### config.mk
export PLATFORM = sky130hd
export DESIGN_NAME = rpsel_top
export DESIGN_NICKNAME = d
export VERILOG_FILES = /design/src/inc/rpsel_pkg.sv /design/src/rpsel_regs.sv /design/src/rpsel_pin_mux.sv /design/src/rpsel_top.sv
export SDC_FILE = /design/constraint.sdc
export NUM_CORES = 1
export LEC_CHECK = 0
export BUFFER_PORTS_ARGS = -buffer_cell sky130_fd_sc_hd__buf_2
export CAP_MARGIN = 30
export CORE_MARGIN = 4
export CORE_UTILIZATION = 55
export DETAILED_ROUTE_END_ITERATION = 12
export PLACE_DENSITY = 0.84
export RECOVER_POWER = 100
export SLEW_MARGIN = 20
export SYNTH_ARGS = -nofsm -noshare
export SYNTH_HDL_FRONTEND = slang
export SYNTH_HIERARCHICAL = 1
export SYNTH_SLANG_ARGS = --single-unit
### constraint.sdc
create_clock -name aclk -period 3.45 [get_ports aclk]
set_input_delay 0.345 -clock aclk [delete_from_list [all_inputs] [get_ports aclk]]
set_output_delay 0.345 -clock aclk [all_outputs]
set_load 0.1 [all_outputs]
### src/inc/rpsel_pkg.sv
// Purpose: constants for the remappable output pin select block
// Assumes: 32-bit axi4-lite register bus, registers one aligned word each
// Notes:   select codes index the peripheral source vector in list order
// Function
// - bits 13:8 of select register 0 choose the source for pin 35
// - bits 5:0 of select register 0 choose the source for pin 20
// - bits 13:8 of select register 1 choose the source for pin 37
// - bits 5:0 of select register 1 choose the source for pin 36
// - bits 15:14 and 7:6 read zero and ignore writes
// - all select fields reset to zero, the null mapping
// - each listed 6-bit code decodes to one peripheral output per fixed list; null and unlisted codes keep the port function
// - no lockout between fields; one source may drive several pins
package rpsel_pkg;
	localparam int          RPSEL_ADDR_W     = 4;
	localparam logic [3:0]  RPSEL_OFS_SEL0   = 4'h0;
	localparam logic [3:0]  RPSEL_OFS_SEL1   = 4'h4;
	localparam logic [15:0] RPSEL_SEL_RST    = 16'h0000;
	localparam logic [15:0] RPSEL_SEL_WMASK  = 16'h3f3f;
	localparam int          RPSEL_HI_LSB     = 8;
	localparam int          RPSEL_LO_LSB     = 0;
	localparam int          RPSEL_CODE_W     = 6;
	localparam int          RPSEL_NSRC       = 18;
	localparam logic [1:0]  RPSEL_RESP_OKAY  = 2'h0;
	localparam logic [1:0]  RPSEL_RESP_SLVERR = 2'h2;
	// peripheral source codes, index into the source vector in list order
	localparam logic [5:0] RPSEL_CODE_NULL   = 6'h00;
	localparam logic [5:0] RPSEL_CODES [RPSEL_NSRC] = '{
		6'h01, 6'h03, 6'h08, 6'h09, 6'h0a, 6'h0e, 6'h10, 6'h11, 6'h12,
		6'h13, 6'h18, 6'h19, 6'h1a, 6'h2d, 6'h2f, 6'h31, 6'h32, 6'h00};
endpackage

### src/rpsel_regs.sv
// Purpose: axi4-lite slave holding the two output select registers
// Assumes: one write and one read at most in flight
// Notes:   unmapped addresses answer slverr, reads return zero
//
// The address map and the AXI4-Lite slave port were decided locally.
`timescale 1ns/1ps
`default_nettype none
module rpsel_regs
	import rpsel_pkg::*;
(
	input  wire logic                        aclk,
	input  wire logic                        aresetn,
	input  wire logic [rpsel_pkg::RPSEL_ADDR_W-1:0] awaddr,
	input  wire logic                        awvalid,
	output logic                             awready,
	input  wire logic [31:0]                 wdata,
	input  wire logic [3:0]                  wstrb,
	input  wire logic                        wvalid,
	output logic                             wready,
	output logic [1:0]                       bresp,
	output logic                             bvalid,
	input  wire logic                        bready,
	input  wire logic [rpsel_pkg::RPSEL_ADDR_W-1:0] araddr,
	input  wire logic                        arvalid,
	output logic                             arready,
	output logic [31:0]                      rdata,
	output logic [1:0]                       rresp,
	output logic                             rvalid,
	input  wire logic                        rready,
	output logic [15:0]                      sel0,
	output logic [15:0]                      sel1
);
	logic [RPSEL_ADDR_W-1:0] awaddr_ff;
	logic                    aw_ff, w_ff, bvalid_ff, rvalid_ff;
	logic                    awready_ff, wready_ff, arready_ff;
	logic [31:0]             wdata_ff, rdata_ff;
	logic [3:0]              wstrb_ff;
	logic [1:0]              bresp_ff, rresp_ff;
	logic [15:0]             sel0_ff, sel1_ff;
	wire                     do_wr  = aw_ff & w_ff & ~bvalid_ff;
	wire                     hit0   = (awaddr_ff == RPSEL_OFS_SEL0);
	wire                     hit1   = (awaddr_ff == RPSEL_OFS_SEL1);
	wire  [15:0]             bmask  = {{8{wstrb_ff[1]}}, {8{wstrb_ff[0]}}} & RPSEL_SEL_WMASK;
	// byte-enabled merge; the mask already keeps reserved bits clear
	function automatic logic [15:0] merge_sel(input logic [15:0] old, input logic [15:0] wd,
		input logic [15:0] m);
		return (old & ~m) | (wd & m);
	endfunction
	wire  [15:0]             nxt_w0 = merge_sel(sel0_ff, wdata_ff[15:0], bmask);
	wire  [15:0]             nxt_w1 = merge_sel(sel1_ff, wdata_ff[15:0], bmask);
	// a channel is taken only while its registered ready stands
	wire                     aw_take    = awvalid & awready_ff;
	wire                     w_take     = wvalid & wready_ff;
	wire                     b_done     = bvalid_ff & bready;
	wire                     nxt_aw     = aw_take | (aw_ff & ~b_done);
	wire                     nxt_w      = w_take | (w_ff & ~b_done);
	wire                     rd_go      = arvalid & arready_ff;
	wire                     nxt_rvalid = rd_go | (rvalid_ff & ~rready);
	wire                     rhit0      = (araddr == RPSEL_OFS_SEL0);
	wire                     rhit1      = (araddr == RPSEL_OFS_SEL1);
	// readies are flops too, low in reset, so every port leaves a register
	assign awready = awready_ff;
	assign wready  = wready_ff;
	assign arready = arready_ff;
	assign bvalid  = bvalid_ff;
	assign bresp   = bresp_ff;
	assign rvalid  = rvalid_ff;
	assign rdata   = rdata_ff;
	assign rresp   = rresp_ff;
	assign sel0    = sel0_ff;
	assign sel1    = sel1_ff;
	// capture address and data in either order, respond once both held
	always_ff @(posedge aclk) begin
		if (!aresetn) begin
			aw_ff      <= 1'b0;
			w_ff       <= 1'b0;
			awready_ff <= 1'b0;
			wready_ff  <= 1'b0;
			awaddr_ff  <= '0;
			wdata_ff  <= '0;
			wstrb_ff  <= '0;
			bvalid_ff <= 1'b0;
			bresp_ff  <= RPSEL_RESP_OKAY;
			sel0_ff   <= RPSEL_SEL_RST;
			sel1_ff   <= RPSEL_SEL_RST;
		end else begin
			awready_ff <= ~nxt_aw;
			wready_ff  <= ~nxt_w;
			if (aw_take) begin
				aw_ff     <= 1'b1;
				awaddr_ff <= awaddr;
			end
			if (w_take) begin
				w_ff     <= 1'b1;
				wdata_ff <= wdata;
				wstrb_ff <= wstrb;
			end
			if (do_wr) begin
				bvalid_ff <= 1'b1;
				bresp_ff  <= (hit0 | hit1) ? RPSEL_RESP_OKAY : RPSEL_RESP_SLVERR;
				if (hit0)
					sel0_ff <= nxt_w0;
				if (hit1)
					sel1_ff <= nxt_w1;
			end
			if (bvalid_ff && bready) begin
				bvalid_ff <= 1'b0;
				aw_ff     <= 1'b0;
				w_ff      <= 1'b0;
			end
		end
	end
	// read path answers one cycle after the address is taken
	always_ff @(posedge aclk) begin
		if (!aresetn) begin
			rvalid_ff  <= 1'b0;
			arready_ff <= 1'b0;
			rdata_ff   <= '0;
			rresp_ff   <= RPSEL_RESP_OKAY;
		end else begin
			rvalid_ff  <= nxt_rvalid;
			arready_ff <= ~nxt_rvalid;
			if (rd_go) begin
				rdata_ff <= {16'h0000, rhit0 ? sel0_ff : (rhit1 ? sel1_ff : 16'h0000)};
				rresp_ff <= (rhit0 | rhit1) ? RPSEL_RESP_OKAY : RPSEL_RESP_SLVERR;
			end
		end
	end
	a_unimpl_zero: assert property (@(posedge aclk) disable iff (!aresetn)
		((sel0_ff | sel1_ff) & ~RPSEL_SEL_WMASK) == 16'h0000)
		else $error("unimplemented select bits set");
	a_write_lands: assert property (@(posedge aclk) disable iff (!aresetn)
		(do_wr && hit0 && wstrb_ff[0]) |=> (sel0_ff[5:0] == $past(wdata_ff[5:0])))
		else $error("select write did not land");
	a_read_latency: assert property (@(posedge aclk) disable iff (!aresetn)
		rd_go |=> rvalid_ff) else $error("read answer late");
endmodule
`default_nettype wire

### src/rpsel_pin_mux.sv
// Purpose: one remappable pin's source multiplexer
// Assumes: source vector ordered as the package code list
// Notes:   registered output, one cycle after select or source change
`timescale 1ns/1ps
`default_nettype none
module rpsel_pin_mux
	import rpsel_pkg::*;
(
	input  wire logic                              aclk,
	input  wire logic                              aresetn,
	input  wire logic [rpsel_pkg::RPSEL_CODE_W-1:0] code,
	input  wire logic [rpsel_pkg::RPSEL_NSRC-2:0]   src,
	input  wire logic                              port_out,
	output logic                                   pin_out,
	output logic                                   remapped
);
	logic pin_out_ff, remapped_ff;
	logic hit;
	logic val;
	// decode to {remapped, level}; unmatched codes fall back to the port function
	function automatic logic [1:0] pick_src(input logic [RPSEL_CODE_W-1:0] c,
		input logic [RPSEL_NSRC-2:0] s, input logic p);
		logic [1:0] r;
		r = {1'b0, p};
		for (int i = 0; i < RPSEL_NSRC - 1; i++) begin
			if (c == RPSEL_CODES[i]) begin
				r = {1'b1, s[i]};
			end
		end
		return r;
	endfunction
	assign {hit, val} = pick_src(code, src, port_out);
	// one register stage so the pin never glitches through the decode
	always_ff @(posedge aclk) begin
		if (!aresetn) begin
			pin_out_ff  <= 1'b0;
			remapped_ff <= 1'b0;
		end else begin
			pin_out_ff  <= val;
			remapped_ff <= hit;
		end
	end
	assign pin_out  = pin_out_ff;
	assign remapped = remapped_ff;
	// sampled reset in the antecedent: the release edge itself still clears the flops
	a_null_port: assert property (@(posedge aclk) disable iff (!aresetn)
		(aresetn && code == RPSEL_CODE_NULL) |=> (!remapped_ff && pin_out_ff == $past(port_out)))
		else $error("null code did not pick port");
	a_unlisted_null: assert property (@(posedge aclk) disable iff (!aresetn)
		(code == 6'h02) |=> !remapped_ff) else $error("unlisted code remapped");
	a_serial1_route: assert property (@(posedge aclk) disable iff (!aresetn)
		(code == 6'h01) |=> (remapped_ff && pin_out_ff == $past(src[0])))
		else $error("code 1 wrong source");
endmodule
`default_nettype wire

### src/rpsel_top.sv
// Purpose: remappable output pin select, four pins, axi4-lite registers
// Assumes: peripheral outputs and port latches are on aclk
// Notes:   pin outputs lag a register write by one cycle
`timescale 1ns/1ps
`default_nettype none
module rpsel_top
	import rpsel_pkg::*;
(
	input  wire logic                        aclk,
	input  wire logic                        aresetn,
	input  wire logic [rpsel_pkg::RPSEL_ADDR_W-1:0] s_axi_awaddr,
	input  wire logic                        s_axi_awvalid,
	output logic                             s_axi_awready,
	input  wire logic [31:0]                 s_axi_wdata,
	input  wire logic [3:0]                  s_axi_wstrb,
	input  wire logic                        s_axi_wvalid,
	output logic                             s_axi_wready,
	output logic [1:0]                       s_axi_bresp,
	output logic                             s_axi_bvalid,
	input  wire logic                        s_axi_bready,
	input  wire logic [rpsel_pkg::RPSEL_ADDR_W-1:0] s_axi_araddr,
	input  wire logic                        s_axi_arvalid,
	output logic                             s_axi_arready,
	output logic [31:0]                      s_axi_rdata,
	output logic [1:0]                       s_axi_rresp,
	output logic                             s_axi_rvalid,
	input  wire logic                        s_axi_rready,
	input  wire logic [rpsel_pkg::RPSEL_NSRC-2:0] periph_out,
	input  wire logic [3:0]                  port_out,
	output logic [3:0]                       pin_out,
	output logic [3:0]                       pin_remapped
);
	logic [15:0] sel0, sel1;
	logic [5:0]  code [4];
	// field split: pins 20, 35, 36, 37; no cross-field lockout
	assign code[0] = sel0[RPSEL_LO_LSB +: RPSEL_CODE_W];
	assign code[1] = sel0[RPSEL_HI_LSB +: RPSEL_CODE_W];
	assign code[2] = sel1[RPSEL_LO_LSB +: RPSEL_CODE_W];
	assign code[3] = sel1[RPSEL_HI_LSB +: RPSEL_CODE_W];
	rpsel_regs u_regs (
		.aclk    (aclk),
		.aresetn (aresetn),
		.awaddr  (s_axi_awaddr),
		.awvalid (s_axi_awvalid),
		.awready (s_axi_awready),
		.wdata   (s_axi_wdata),
		.wstrb   (s_axi_wstrb),
		.wvalid  (s_axi_wvalid),
		.wready  (s_axi_wready),
		.bresp   (s_axi_bresp),
		.bvalid  (s_axi_bvalid),
		.bready  (s_axi_bready),
		.araddr  (s_axi_araddr),
		.arvalid (s_axi_arvalid),
		.arready (s_axi_arready),
		.rdata   (s_axi_rdata),
		.rresp   (s_axi_rresp),
		.rvalid  (s_axi_rvalid),
		.rready  (s_axi_rready),
		.sel0    (sel0),
		.sel1    (sel1)
	);
	// every pin sees the full source set, so one source may feed many pins
	for (genvar p = 0; p < 4; p++) begin : g_pin
		rpsel_pin_mux u_mux (
			.aclk     (aclk),
			.aresetn  (aresetn),
			.code     (code[p]),
			.src      (periph_out),
			.port_out (port_out[p]),
			.pin_out  (pin_out[p]),
			.remapped (pin_remapped[p])
		);
	end
	a_same_src: assert property (@(posedge aclk) disable iff (!aresetn)
		(code[0] == code[3] && code[0] == 6'h01) |=> (pin_out[0] == pin_out[3]))
		else $error("shared source differs");
	a_pin35_field: assert property (@(posedge aclk) disable iff (!aresetn)
		(code[1] != 6'h00 && code[1] == 6'h03) |=> pin_remapped[1])
		else $error("pin 35 field not decoded");
endmodule
`default_nettype wire

==> reports/results.ini, run 1 <==
[worst_setup_path]
ff2ff_path_depth = 6
timing.rr.end = g_pin[0].u_mux/pin_out
crit_path_max_fanout = 43
crit_start = aresetn
criticalPathCategory = in2reg
start_kind = input port
cp.arrival_ps = 2540
reg2reg_slack_ps = 1540
crit_required_ps = 3700
end_kind = flip-flop

[cts]
cts_tree = done
cts-resized-gates = 0
cts_root_buffer = clkbuf_8
post_cts_buffers = 0
cts_sinks = 71
cts_inserted_buffers = 9
insertion_delay_ps = 340
clk_pin_slew_ps = 80
cts_hold_buf = 0
h-tree-depth = 3
cts_max_path_buffers = 2

[timing]
fin_crit_sh_pct = 66.3
max_freq_mhz = 437
finalSetupViolCount = 0
slew_viol_final = 44
fin_worst_skew_ps = 7.02
grt_setup_unrepaired = false
hold_viol = 0
maxSlewHeadroom_pct = -19.5
fin_ws_ps = 1160
worstMarginPinSlew_ps = 1790
setup_tns_ps = 0
final.min_clock_period_ps = 2290

[worst_hold_path]
whs_path_depth = 3
hold_end = u_regs/wdata_ff[11]
hp-start = s_axi_wdata[11]
min_path_type = in2reg

[routing]
drtAntennaViolNets = 0
route.vias.total = 4353
first_iter_violations = 331
first_pass_iters = 5
drc = 0
wl_um = 12000
avgViaCountPerCell = 5.95
post_drt_wl_per_cell_um = 16.5

[status]
status = complete, but fails checks
violations = capacitance limit, slew limit

[cells_and_area]
final_cell_area_um2 = 5060
multiInputGateArea_um2 = 2900
final_common_cell = nand2_1
drive_gt1_share_pct = 16.1
nFillCells = 731
nets = 693
layout_common_cells = 121 x nand2_1, 71 x dfxtp_1, 48 x buf_2, 44 x mux2i_1, 40 x nor2_1
syn_to_final_growth_pct = 7.12
diodes = 0
seqCellArea_um2 = 1420

[global_route]
track_usage_pct = 23.5
grt-ovfl-total = 0
antenna_found_initial = 0
grt_pass1_wl_um = 19300
grt_pass1_vias = 4020
grt_max_degree = 44

[pwr]
p_per_area_nw_per_um2 = 382
p_leak_nw = 1.83
vdd_drop_max_mv = 0.215
power_w = 0.00193

[synth]
avgSynthCellArea_um2 = 8.31
ys.warnings.count = 6
mappedNetlistArea_um2 = 4730
synthCells = 569

[floorplanning]
io_pins = 121
fp.dieH_um = 101
start_util_pct = 57.0
dieArea_um2 = 10100
core.rowCount = 33
core_area_um2 = 8300
fp.dieW_um = 101

[placement]
post-place-ws_ps = 1650
portBuffers = 76
place_area_um2 = 4900
routabilityCongestion = 0.913
place_hpwl_um = 8630

[run]
drv_cap = 1

==> worst max-delay path by stage <==
stage                                  end  slack, ps  cells after the start
floorplan                 u_regs/rdata[10]       1590                      5
global placement    g_pin[0].u_mux/pin_out       1680                      6
detailed placement  g_pin[1].u_mux/pin_out       1650                      6
CTS                 g_pin[0].u_mux/pin_out       1630                      6
global route               u_regs/rdata[0]        970                      4
finish                     u_regs/rdata[0]       1160                      4
==> stage by stage <==
step                      util [%]  instances  hold slack (ps)
after floorplan                  -        590              442
after global placement        59.1        714              452
after detailed placement      59.1        714              457
after CTS                     61.6        730              241
after global routing          61.0        731              254
final                         61.0        731              259
==> routing by layer <==
metal | vias to the layer above | routed length, um | track usage [%]
li1 | 2109 | - | -
met1 | 2029 | 4950 | 30.6
met3 | 19 | 1040 | 4.91
met4 | 0 | 210 | 7.25
met2 | 196 | 5840 | 38.9
met5 | - | 0 | 0
==> cell type report <==
class	instances	area share (%)
multi-input cells	451	57.2
flip-flops and latches	71	28.1
repair buffers	79	7.34
clock buffers	11	2.99
well taps	105	2.59
clock inverters	5	1.11
inverters	9	0.667
==> critical path, stage by stage <==
cell and delay (ps):
clkbuf_1 1250, o21ai_0 240, clkbuf_1 370, a211oi_1 290
==> power by group <==
group	switching (W)	internal, W
clock	0.000312	0.000372
sequential	0.0000187	0.000847
combinational	0.000315	0.0000696
total	0.000645	0.00129
No activity file was read; power rests on OpenSTA's default activity.
==> run 2: changes to the inputs <==
- CORE_UTILIZATION: 55 -> 54
- PLACE_DENSITY: 0.84 -> 0.83
- clock period: 3.45 -> 2.2 ns (I/O delays scaled with it)
==> run 2 against run 1 <==
- the run now ends clean
- clock power up 56%
- via count up 1.0%
- sequential power up 57%
- die area up 1.7%
- worst setup slack worse by 840 ps
- routed wire length up 3.1%
==> reports/results.ini, run 2 (synthesized netlist as in run 1, its figures left out) <==
[status]
status = completed

[timing]
fin_worst_skew_ps = 10.3
slew_viol_final = 0
max_freq_mhz = 533
fin_crit_sh_pct = 85.3
maxSlewHeadroom_pct = 9.16
worstMarginPinSlew_ps = 1360
setup_tns_ps = 0
finalSetupViolCount = 0
hold_viol = 0
grt_setup_unrepaired = false
final.min_clock_period_ps = 1880
fin_ws_ps = 323
hold_ws_ps = 119

[worst_setup_path]
timing.rr.end = g_pin[0].u_mux/pin_out
crit_path_max_fanout = 7
critPathSlowestCell = clkbuf_1
start_kind = flip-flop
crit_chain = clkbuf_1
crit_required_ps = 1980
end_kind = primary output
criticalPathCategory = reg2out
reg2reg_slack_ps = 380
critPathTopFamily = buffers and inverters
cp.arrival_ps = 1660
ff2ff_path_depth = 6
cp_num_buf_inv = 1
cpPeakStageDelay_ps = 890

[routing]
post_drt_wl_per_cell_um = 16.8
drtAntennaViolNets = 0
avgViaCountPerCell = 5.96
first_pass_iters = 4
wl_um = 12400
drc = 0
route.vias.total = 4398
first_iter_violations = 297

[global_route]
gr-usage-met3_pct = 2.62
grt_pass1_vias = 4169
use_met1_pct = 30.3
grt_max_degree = 39
grt-ovfl-total = 0
track_usage_pct = 23.6
antenna_found_initial = 0
met2_usage_pct = 39.0
grt_busiest_layer = met2
grt_pass1_wl_um = 19400

[pwr]
p_int_w = 0.00199
p_switching_w = 0.00103
clockPowerShare_pct = 35.4
p_leak_nw = 1.83
p_per_area_nw_per_um2 = 594
pwr-share-seq_pct = 44.8
p_comb_share_pct = 19.8
power_w = 0.00303
switching_share_pct = 34.1
vdd_drop_max_mv = 0.390

[placement]
portBuffers = 76
routabilityCongestion = 1.02
place_hpwl_um = 9010
post-place-ws_ps = 475
placed_cells = 722

[cts]
cts_tree = done
h-tree-depth = 3
clk_pin_slew_ps = 80
insertion_delay_ps = 340
cts_max_path_buffers = 2
cts-resized-gates = 0
cts_inserted_buffers = 9
cts_root_buffer = clkbuf_8
cts_sinks = 71
cts_hold_buf = 0
post_cts_buffers = 0

[floorplanning]
core.rowCount = 33
core_area_um2 = 8380
fp.dieH_um = 102
dieArea_um2 = 10300
fp.dieW_um = 102
start_util_pct = 56.4
io_pins = 121

[cells_and_area]
instances_no_fill = 738
nets = 700
layout_common_cells = 121 x nand2_1, 71 x dfxtp_1, 49 x buf_2, 44 x mux2i_1, 40 x nor2_1
drive_gt1_share_pct = 17.1
syn_to_final_growth_pct = 7.86
final_common_cell = nand2_1
diodes = 0

[run]
drv_cap = 0

[worst_hold_path]
min_path_type = in2reg
hold_end = u_regs/wdata_ff[3]
hp-start = s_axi_wdata[3]
whs_path_depth = 3

-- run 2: cell count changes in the layout (fill, tap and decap cells not counted), sizes merged --
| cell | before | now |
|---|---|---|
| buf | 50 | 55 |
| clkbuf | 40 | 41 |
| inv | 9 | 10 |
-- run 2: worst max-delay path by stage --
stage                              to  depth (start not counted)            from
2_1_floorplan        u_regs/rdata[10]                          5  u_regs/arready
3_3_place_gp   g_pin[0].u_mux/pin_out                          6       flip-flop
3_5_place_dp   g_pin[0].u_mux/pin_out                          6       flip-flop
4_1_cts        g_pin[0].u_mux/pin_out                          6       flip-flop
5_1_grt                     flip-flop                          4         aresetn
6_report                s_axi_awready                          1  u_regs/awready
-- run 2: cell type report --
class,instances,area [um2]
timing repair buffer,86,407
clock buffer,10,138
sequential,71,1420
clock inverter,6,68.8
fill,756,3280
multi-input combinational,451,2900
tap,105,131
inverter,9,33.8
-- run 2: power groups by stage --
stage	clock network, W	logic [W]	registers, W
final	0.00107	0.000600	0.00136
after global routing	0.00114	0.000628	0.00136
after CTS	0.00110	0.000606	0.00136
after detailed placement	0	0.000605	0.00139
after global placement	0	0.000598	0.00138
after floorplan	0	0.000334	0.00156
-- run 2: stage by stage --
stage | utilization (%) | area [um2]
floorplan | - | 4810
global placement | 59.2 | 4960
detailed placement | 59.2 | 4960
CTS | 61.7 | 5170
global route | 60.8 | 5100
finish | 60.8 | 5100
-- run 2: per-layer routing --
metal	wire, um	vias to the layer above
met2	5900	217
li1	-	2129
met5	0	-
met4	370	0
met3	987	31
met1	5160	2021
==> run 3: changes to the inputs <==
- CORE_UTILIZATION: 54 -> 25
- PLACE_DENSITY: 0.83 -> 0.46
- SETUP_SLACK_MARGIN: not set -> 0.1
==> run 3 against run 2 <==
- count of clock-buffer cells in the layout rose by 2
- critical path depth did not move
- sequential power barely moved
- design area rose by 5.1%
- critical path type unchanged
- utilization fell by 32 points
- largest cell class unchanged
- fmax rose by 0.48%
==> reports/results.ini, run 3 (synthesized netlist as in run 1, its figures left out) <==
[status]
status = completed

[floorplanning]
start_util_pct = 25.4
fp.dieH_um = 146
io_pins = 121
dieArea_um2 = 21200
fp.dieW_um = 146
core.rowCount = 50
core_area_um2 = 18600

[cts]
post_cts_buffers = 0
cts_root_buffer = clkbuf_16
cts_tree = done
h-tree-depth = 3
insertion_delay_ps = 340
cts_max_path_buffers = 2
cts-resized-gates = 0
cts_hold_buf = 0
cts_sinks = 71
clk_pin_slew_ps = 60
cts_inserted_buffers = 9

[worst_setup_path]
end_kind = primary output
crit_chain = clkbuf_1
critPathSlowestCell = clkbuf_1
criticalPathCategory = reg2out
crit_required_ps = 1980
start_kind = flip-flop
crit_path_max_fanout = 7
critPathTopFamily = buffers and inverters
cp.arrival_ps = 1650
cp_num_buf_inv = 1
cpPeakStageDelay_ps = 890

[timing]
slew_viol_final = 0
final.min_clock_period_ps = 1870
grt_setup_unrepaired = false
hold_viol = 0
worstMarginPinSlew_ps = 1180
fin_crit_sh_pct = 84.9
maxSlewHeadroom_pct = 21.7
fin_worst_skew_ps = 7.41
setup_tns_ps = 0
finalSetupViolCount = 0
max_freq_mhz = 535

[worst_hold_path]
min_path_type = in2reg

[routing]
drc = 0
first_pass_iters = 5
post_drt_wl_per_cell_um = 16.2
drtAntennaViolNets = 0
first_iter_violations = 454
wl_um = 14100
route.vias.total = 4383
avgViaCountPerCell = 5.05

[placement]
routabilityCongestion = 0.865
portBuffers = 76
place_hpwl_um = 10200

[global_route]
grt-ovfl-total = 0
grt_pass1_vias = 4080
track_usage_pct = 13.1
grt_pass1_wl_um = 22200
grt_max_degree = 60
antenna_found_initial = 0

[pwr]
p_per_area_nw_per_um2 = 651
p_switching_w = 0.00111
p_comb_share_pct = 17.5
p_int_w = 0.00238
vdd_drop_max_mv = 0.356
p_leak_nw = 1.88
clockPowerShare_pct = 43.5
switching_share_pct = 31.7
pwr-share-seq_pct = 38.9

[cells_and_area]
drive_gt1_share_pct = 16.9
final_common_cell = nand2_1
layout_common_cells = 121 x nand2_1, 71 x dfxtp_1, 49 x buf_2, 44 x mux2i_1, 40 x nor2_1
diodes = 0
utilization_pct = 28.7
syn_to_final_growth_pct = 13.3
nets = 701

[run]
drv_cap = 0

run 3: changes by cell type in the layout (fill, tap and decap cells not counted), moves of 2 or more:
cell and change:
clkbuf_16 +9, nor4b_2 +2, a2bb2oi_2 +2, clkbuf_8 -8
a2bb2oi_1 -2, nor4b_4 -3
run 3: stage by stage:
step	cells	setup WS [ps]	total power [W]	area, um2	hold slack (ps)
2_1_floorplan	590	343	0.00189	4810	348
3_3_place_gp	852	493	0.00200	5140	454
3_5_place_dp	852	474	0.00201	5140	461
4_1_cts	868	472	0.00356	5450	124
5_1_grt	868	174	0.00364	5360	141
6_report	868	331	0.00349	5360	137
run 3: layout make-up:
type | instances | area, um2
Fill cell | 2026 | 13300
Sequential cell | 71 | 1420
Timing Repair Buffer | 87 | 430
Clock buffer | 12 | 256
Clock inverter | 4 | 53.8
Multi-Input combinational cell | 451 | 2870
Inverter | 9 | 33.8
Tap cell | 234 | 293
run 3: worst paths after layout:
kind	depth (start not counted)	to	startpoint	slack, ps
max	1	s_axi_awready	u_regs/awready	330
min	3	u_regs/wdata_ff[5]	s_axi_wdata[5]	140
max reg2reg	6	g_pin[3].u_mux/pin_out	flip-flop	370
min reg2reg	2	u_regs/wdata_ff[9]	u_regs/wdata_ff[9]	470
run 3: worst reg2reg max path, delay by kind of cell, from the launching register on:
family	cells	cell delay, ps
flip-flops	1	450
buffers and inverters	1	490
AO/OA/AOI/OAI	5	830
run 3: routing by layer:
metal / routed length [um] / track usage [%] / vias to the layer above
li1: - / - / 2128
met1: 6770 / 18.1 / 2058
met2: 6130 / 19.8 / 178
met3: 903 / 3.64 / 19
met4: 273 / 4.18 / 0
met5: 0 / 0 / -
run 3: power groups by stage:
stage / Clock (W) / Combinational (W) / Sequential, W
2_1_floorplan: 0 / 0.000334 / 0.00156
3_3_place_gp: 0 / 0.000618 / 0.00139
3_5_place_dp: 0 / 0.000621 / 0.00139
4_1_cts: 0.00158 / 0.000622 / 0.00136
5_1_grt: 0.00163 / 0.000644 / 0.00136
6_report: 0.00152 / 0.000612 / 0.00136
